==> config.mk <==
export PLATFORM = sky130hd
export DESIGN_NAME = mgs_regs
export DESIGN_NICKNAME = d
export VERILOG_FILES = /design/src/mgs_pkg.sv /design/src/mgs_route_dec.sv /design/src/mgs_regs.sv
export SDC_FILE = /design/constraint.sdc
export NUM_CORES = 1
export LEC_CHECK = 0
export CORE_MARGIN = 1
export CORE_UTILIZATION = 55
export DETAILED_ROUTE_END_ITERATION = 16
export DONT_BUFFER_PORTS = 1
export GPL_TIMING_DRIVEN = 0
export PLACE_DENSITY = 0.7
export SETUP_SLACK_MARGIN = 0.05
export SYNTH_ARGS = -nofsm -noshare
export SYNTH_HDL_FRONTEND = slang
export SYNTH_SLANG_ARGS = --single-unit
==> constraint.sdc <==
create_clock -name clk_in -period 2.8 [get_ports clk_in]
set_input_delay 0.28 -clock clk_in [delete_from_list [all_inputs] [get_ports clk_in]]
set_output_delay 0.28 -clock clk_in [all_outputs]
set_load 0.02 [all_outputs]
==> src/mgs_pkg.sv <==
// Package for the mic gain slot and headphone source register bank.
// Assumes a single 10 MHz clock domain and a plain strobe register port.
package mgs_pkg;
    // ----------------------------------------------------------------
    // Register map
    // ----------------------------------------------------------------
    localparam logic [7:0] ADDR_RGAIN_PRI  = 8'h31;
    localparam logic [7:0] ADDR_RGAIN_S2   = 8'h11;
    localparam logic [7:0] ADDR_RGAIN_S3   = 8'h13;
    localparam logic [7:0] ADDR_ROUTE_CTRL = 8'h14;
    localparam logic [7:0] ADDR_SLOT_CTRL  = 8'h40;
    localparam logic [7:0] ADDR_SLOT_STAT  = 8'h41;

    // ----------------------------------------------------------------
    // Fields and reset values
    // ----------------------------------------------------------------
    localparam int         VALID_BIT       = 7;
    localparam int         GAIN_MSB        = 5;
    localparam int         SRC_LSB         = 6;
    localparam logic [7:0] RST_GAIN_PRI    = 8'h00;
    localparam logic [7:0] RST_GAIN_S2     = 8'h00;
    localparam logic [7:0] RST_GAIN_S3     = 8'h00;
    localparam logic [7:0] RST_ROUTE       = 8'h00;
    localparam int         HALF_DB_PER_LSB = 1;

    typedef enum logic [1:0] {
        SRC_MIC_PREAMP,
        SRC_FIRST_OPAMP,
        SRC_SECOND_OPAMP,
        SRC_NONE
    } mgs_src_type;

    typedef enum logic [1:0] {
        SLOT_PRIMARY,
        SLOT_SECOND,
        SLOT_THIRD
    } mgs_slot_type;
endpackage

==> src/mgs_route_dec.sv <==
// Headphone source decoder: one-hot route enables from the select field.
// Assumes the select is a registered value from the register bank.
`timescale 1ns/1ns
module mgs_route_dec (
    input  wire logic [1:0] headphone_source_select_in,
    output logic            route_mic_preamp_out,
    output logic            route_first_opamp_out,
    output logic            route_second_opamp_out
);
    always_comb begin
        route_mic_preamp_out   = 1'b0;
        route_first_opamp_out  = 1'b0;
        route_second_opamp_out = 1'b0;
        unique case (mgs_pkg::mgs_src_type'(headphone_source_select_in))
            mgs_pkg::SRC_MIC_PREAMP:   route_mic_preamp_out   = 1'b1;
            mgs_pkg::SRC_FIRST_OPAMP:  route_first_opamp_out  = 1'b1;
            mgs_pkg::SRC_SECOND_OPAMP: route_second_opamp_out = 1'b1;
            mgs_pkg::SRC_NONE:         route_mic_preamp_out   = 1'b0;
        endcase
    end
endmodule

==> src/mgs_regs.sv <==
// Register bank for right mic gain slots and headphone source routing.
// Assumes synchronous inputs, one clock, strobe bus with read data a cycle later.
//
// Behaviour
// - Third-slot valid high makes slot three the startup gain source once primary is written and second-slot valid is high.
// - Third-slot valid low (reset) keeps slot three gains unused at startup.
// - While slot three is active, primary and second slot gains are ignored.
// - Slot three serves only after primary and second slots are programmed.
// - Gain code maps linearly in half-dB steps, 0 gives 0 dB, 63 gives 31.5 dB.
// - Source select 00 preamp, 01 first opamp, 10 second opamp, 11 nothing.
// - Source select reads 00 after reset.
// - Second-slot valid high selects second slot over primary gains.
`timescale 1ns/1ns
module mgs_regs (
    input  wire logic       clk_in,
    input  wire logic       rst_in,
    input  wire logic [7:0] addr_in,
    input  wire logic [7:0] wdata_in,
    input  wire logic       wr_in,
    input  wire logic       rd_in,
    input  wire logic       startup_in,
    output logic      [7:0] rdata_out,
    output logic      [5:0] active_gain_code_out,
    output logic      [6:0] active_gain_half_db_out,
    output logic      [1:0] active_slot_out,
    output logic            slot3_refused_out,
    output logic            route_mic_preamp_out,
    output logic            route_first_opamp_out,
    output logic            route_second_opamp_out
);
    logic [7:0] gain_pri_ff;
    logic [7:0] gain_s2_ff;
    logic [7:0] gain_s3_ff;
    logic [7:0] route_ff;
    logic       pri_done_ff;
    logic       refused_ff;
    logic [1:0] slot_ff;
    logic [5:0] code_ff;
    logic [7:0] rdata_ff;
    logic [1:0] nxt_slot;
    logic [5:0] nxt_code;
    logic       s3_valid;
    logic       s2_valid;
    logic       s3_allowed;

    assign s3_valid   = gain_s3_ff[mgs_pkg::VALID_BIT];
    assign s2_valid   = gain_s2_ff[mgs_pkg::VALID_BIT];
    // Slot three only counts once both earlier slots are in use
    assign s3_allowed = s3_valid && s2_valid && pri_done_ff;

    // ----------------------------------------------------------------
    // Register writes
    // ----------------------------------------------------------------
    always_ff @(posedge clk_in or posedge rst_in) begin
        if (rst_in) begin
            gain_pri_ff <= mgs_pkg::RST_GAIN_PRI;
            gain_s2_ff  <= mgs_pkg::RST_GAIN_S2;
            gain_s3_ff  <= mgs_pkg::RST_GAIN_S3;
            route_ff    <= mgs_pkg::RST_ROUTE;
            pri_done_ff <= 1'b0;
        end else if (wr_in) begin
            unique case (addr_in)
                mgs_pkg::ADDR_RGAIN_PRI: begin
                    gain_pri_ff <= {2'h0, wdata_in[mgs_pkg::GAIN_MSB:0]};
                    pri_done_ff <= 1'b1;
                end
                mgs_pkg::ADDR_RGAIN_S2:   gain_s2_ff <= {wdata_in[7], 1'b0, wdata_in[5:0]};
                mgs_pkg::ADDR_RGAIN_S3:   gain_s3_ff <= {wdata_in[7], 1'b0, wdata_in[5:0]};
                mgs_pkg::ADDR_ROUTE_CTRL: route_ff   <= wdata_in;
                default: ;
            endcase
        end
    end

    // ----------------------------------------------------------------
    // Startup slot selection
    // ----------------------------------------------------------------
    always_comb begin
        if (s3_allowed) begin
            nxt_slot = 2'(mgs_pkg::SLOT_THIRD);
            nxt_code = gain_s3_ff[mgs_pkg::GAIN_MSB:0];
        end else if (s2_valid) begin
            nxt_slot = 2'(mgs_pkg::SLOT_SECOND);
            nxt_code = gain_s2_ff[mgs_pkg::GAIN_MSB:0];
        end else begin
            nxt_slot = 2'(mgs_pkg::SLOT_PRIMARY);
            nxt_code = gain_pri_ff[mgs_pkg::GAIN_MSB:0];
        end
    end

    // Gains latch only on startup so later writes do not disturb audio
    always_ff @(posedge clk_in or posedge rst_in) begin
        if (rst_in) begin
            slot_ff    <= 2'(mgs_pkg::SLOT_PRIMARY);
            code_ff    <= 6'h00;
            refused_ff <= 1'b0;
        end else if (startup_in) begin
            slot_ff    <= nxt_slot;
            code_ff    <= nxt_code;
            refused_ff <= s3_valid && !s3_allowed;
        end
    end

    assign active_slot_out         = slot_ff;
    assign active_gain_code_out    = code_ff;
    assign active_gain_half_db_out = {1'b0, code_ff} * 7'(mgs_pkg::HALF_DB_PER_LSB);
    assign slot3_refused_out       = refused_ff;

    // ----------------------------------------------------------------
    // Read port
    // ----------------------------------------------------------------
    always_ff @(posedge clk_in or posedge rst_in) begin
        if (rst_in) begin
            rdata_ff <= 8'h00;
        end else if (rd_in) begin
            unique case (addr_in)
                mgs_pkg::ADDR_RGAIN_PRI:  rdata_ff <= gain_pri_ff;
                mgs_pkg::ADDR_RGAIN_S2:   rdata_ff <= gain_s2_ff;
                mgs_pkg::ADDR_RGAIN_S3:   rdata_ff <= gain_s3_ff;
                mgs_pkg::ADDR_ROUTE_CTRL: rdata_ff <= route_ff;
                mgs_pkg::ADDR_SLOT_STAT:  rdata_ff <= {5'h00, refused_ff, slot_ff};
                default:                  rdata_ff <= 8'h00;
            endcase
        end else begin
            rdata_ff <= 8'h00;
        end
    end

    // Zero outside the read cycle, so stale data never lingers on the port
    assign rdata_out = rdata_ff;

    // Routing table kept in one place, outside the register logic
    mgs_route_dec u_route (
        .headphone_source_select_in (route_ff[mgs_pkg::SRC_LSB +: 2]),
        .route_mic_preamp_out       (route_mic_preamp_out),
        .route_first_opamp_out      (route_first_opamp_out),
        .route_second_opamp_out     (route_second_opamp_out)
    );
endmodule

==> impl_metrics.csv <==
group,metric,value,unit
global_routing,grt_overflow_total,0,
sta,finalHoldViolCount,0,
sta,rsz0062_at_grt,"false",
clocking,cts_max_level,2,
floorplanning,core,0.00403,mm2
synthesis,yosysMostFrequentCell,"dfrtp_1",
synthesis,ys_async_sr_fraction,1.00,
synthesis,netlist_area,0.00232,mm2
sta,period_share,0.669,
clocking,post-cts-setup-buffer-count,0,
critical_path,slowest_stage,"or4b_4",
synthesis,synth_cells,200,
sta,setup_slack,0.926,ns
clocking,holdBufCountCts,0,
critical_path,r2r_cells,4,
global_routing,grt_pass1_wl,7870,um
clocking,cts_tree,"done",
critical_path,worstReg2RegStart,"gain_s2_ff[7]$_DFFE_PP0P_",
synthesis,synth_edf_count,0,
synthesis,yosys.area.top_type,"dfrtp_1",
clocking,clk_latency,0.30,ns
floorplanning,dieArea,0.00449,mm2
synthesis,synth_top_area_frac,0.496,
status,status,"complete, no violations",
sta,setup_tns,0,ns
synthesis,avgSynthCellArea,11.6,um2
sta,relSlewSlack,0.371,
synthesis,synth_nets,221,
finish,antennaDiodeCount,0,
critical_path,critPathTopFamily,"simple AND/OR/NAND/NOR gates",
critical_path,critPathMaxStageDelay,0.56,ns
critical_path,path_cells,"buf_6, or4b_4, or2_1, buf_6, nor3_4, mux2_2",
clocking,clk_pin_slew,0.08,ns
finish,drive_above_1_share,0.300,
finish,nFillCells,339,
critical_path,rr_endpoint,"active_gain_code_out[4]$_DFFE_PP0P_",
sta,timing.fmax,534,MHz
clocking,root_buffer,"clkbuf_8",
place,dpl.hpwl,3550,um
clocking,cts.repair.resized,0,
global_routing,grt_pass1_vias,1634,
route,wl,4960,um
pwr,p_per_area,510,mW/mm2
route,avgRoutedWirePerCell,19.3,um
clocking,cts_max_path_buffers,2,
finish,nNetsFinal,228,
floorplanning,die_h,67.0,um
critical_path,crit_top_cell,"buf_6",
clocking,cts.sinks,46,
synthesis,ys_seq_area_frac,0.496,
critical_path,path_depth,6,
sta,finalMaxSlewViolations,0,
floorplanning,rows,23,
critical_path,worstSetupPathType,"input port to flip-flop",
synthesis,yosys_warnings,0,
pwr,leakage,1.14,nW
flow_run,maxCapViolations,0,
place,pre_cts_ws,0.610,ns
worst_hold_path,hold_class,"input port to async pin",
route,ant_nets,0,
global_routing,grt_max_degree,47,
route,dr.pass1.iters,4,
finish,syn_to_final_growth,6.14,%
route,dr_total_vias,1573,
critical_path,arrival,2.06,ns
place,gp_congestion,0.841,
clocking,cts_made_buffers,5,
critical_path,required,2.98,ns
synthesis,yosys_register_bits,46,
synthesis,synth_area_leaders,"dfrtp_1, mux2_2, mux2i_1",
route,drc,0,
critical_path,critPathMaxFanout,9,
synthesis,synth_cell_types,43,
critical_path,r2r_slack,1.18,ns
sta,worst_slew_pin_slew,0.942,ns
critical_path,startpoint_type,"input port",
sta,final-setup-viol-count,0,
pwr,irDropWorstVdd,0.350,mV
global_routing,grt_util_all_layers,0.249,
synthesis,ys_top_cells_by_count,"dfrtp_1, mux2_2, nor2_1",
sta,finClkSkew,0.00913,ns
place,portBuffers,0,
route,vias_per_cell,6.12,
global_routing,antenna_found_initial,0,
synthesis,synth_ff_type,"dfrtp_1",
floorplanning,initial_core_util,0.576,
critical_path,critPathBufInv,2,
sta,fin_crit,1.87,ns
route,drtIter0Drc,84,
critical_path,crit_path_end_kind,"flip-flop",
floorplanning,io_pins,48,
floorplanning,chipWidth,67.0,um
layer usage:
metal,up-vias,share of wire,track usage
met4,0,0.014,0.101
met3,6,0.062,0.0702
met5,-,0,0
met1,792,0.40,0.300
li1,727,-,-
met2,48,0.52,0.415
cell usage in the layout, fill, tap and decap left out, types with 2 or more instances in the layout:
cell type   n
a32oi_1     2
clkbuf_8    5
mux2i_1     9
a22oi_1     4
buf_1       2
and4bb_2    2
a31oi_1     3
clkbuf_1    4
inv_1       4
buf_6       2
a21oi_1    10
o21a_1      2
nor2_1     16
nor2b_1     4
or3_1       2
nand3_1     6
buf_4       7
nor3b_1     5
o21ai_0     3
dfrtp_1    46
o22ai_1     3
nand2_1     6
mux2_2     36
nor4b_1     2
area by class of cell:
class / count / area (um2) / area share
sequential: 46 / 1150 / 0.467
tap: 50 / 62.6 / 0.0254
buffer: 15 / 98.8 / 0.0401
inverter: 5 / 18.8 / 0.00761
clock inverter: 1 / 7.51 / 0.00305
clock buffer: 6 / 72.6 / 0.0294
multi-input combinational: 134 / 1050 / 0.427
cell families (layout without fill, tap and decap cells):
kind of cell | after synthesis | count (layout) | share of synthesized area
AND/OR/NAND/NOR | 58 | 58 | 0.156
flip-flops | 46 | 46 | 0.496
multiplexers | 45 | 45 | 0.213
AO/OA/AOI/OAI | 30 | 30 | 0.0824
buffers and inverters | 20 | 27 | 0.0506
other | 1 | 1 | 0.00161
flip-flops by register name, summed over array words and instances (netlist names):
register              count
route_ff                  8
active_slot_out           2
active_gain_code_out      6
gain_s2_ff                7
gain_s3_ff                7
rdata_out                 8
slot3_refused_out         1
gain_pri_ff               6
pri_done_ff               1
power by group:
| part | switching, W | leakage [nW] | internal (W) | total, W |
|---|---|---|---|---|
| Clock | 0.000218 | 0.0373 | 0.000171 | 0.000390 |
| Sequential | 0.0000385 | 0.635 | 0.000695 | 0.000733 |
| Combinational | 0.0000754 | 0.471 | 0.0000592 | 0.000135 |
worst max path at each step:
stage	startpoint	to	slack (ns)
6_report	addr_in[5]	gain_s2_ff[0]$_DFFE_PP0P_	0.93
5_1_grt	addr_in[1]	rdata_out[5]$_DFF_PP0_	0.85
4_1_cts	addr_in[5]	gain_s2_ff[0]$_DFFE_PP0P_	0.93
3_5_place_dp	addr_in[5]	gain_s2_ff[0]$_DFFE_PP0P_	0.61
3_3_place_gp	addr_in[5]	gain_s2_ff[4]$_DFFE_PP0P_	0.62
2_1_floorplan	addr_in[5]	gain_s2_ff[0]$_DFFE_PP0P_	0.79
through the flow:
stage / total power (W) / utilization / instances / area (um2) / hold WS, ns
2_1_floorplan: 0.000853 / - / 200 / 2320 / 0.431
3_3_place_gp: 0.000875 / 0.592 / 250 / 2380 / 0.432
3_5_place_dp: 0.000882 / 0.592 / 250 / 2380 / 0.415
4_1_cts: 0.00126 / 0.612 / 257 / 2460 / 0.0916
5_1_grt: 0.00131 / 0.612 / 257 / 2460 / 0.107
6_report: 0.00126 / 0.612 / 257 / 2460 / 0.0585
(Power assumes the default switching activity.)
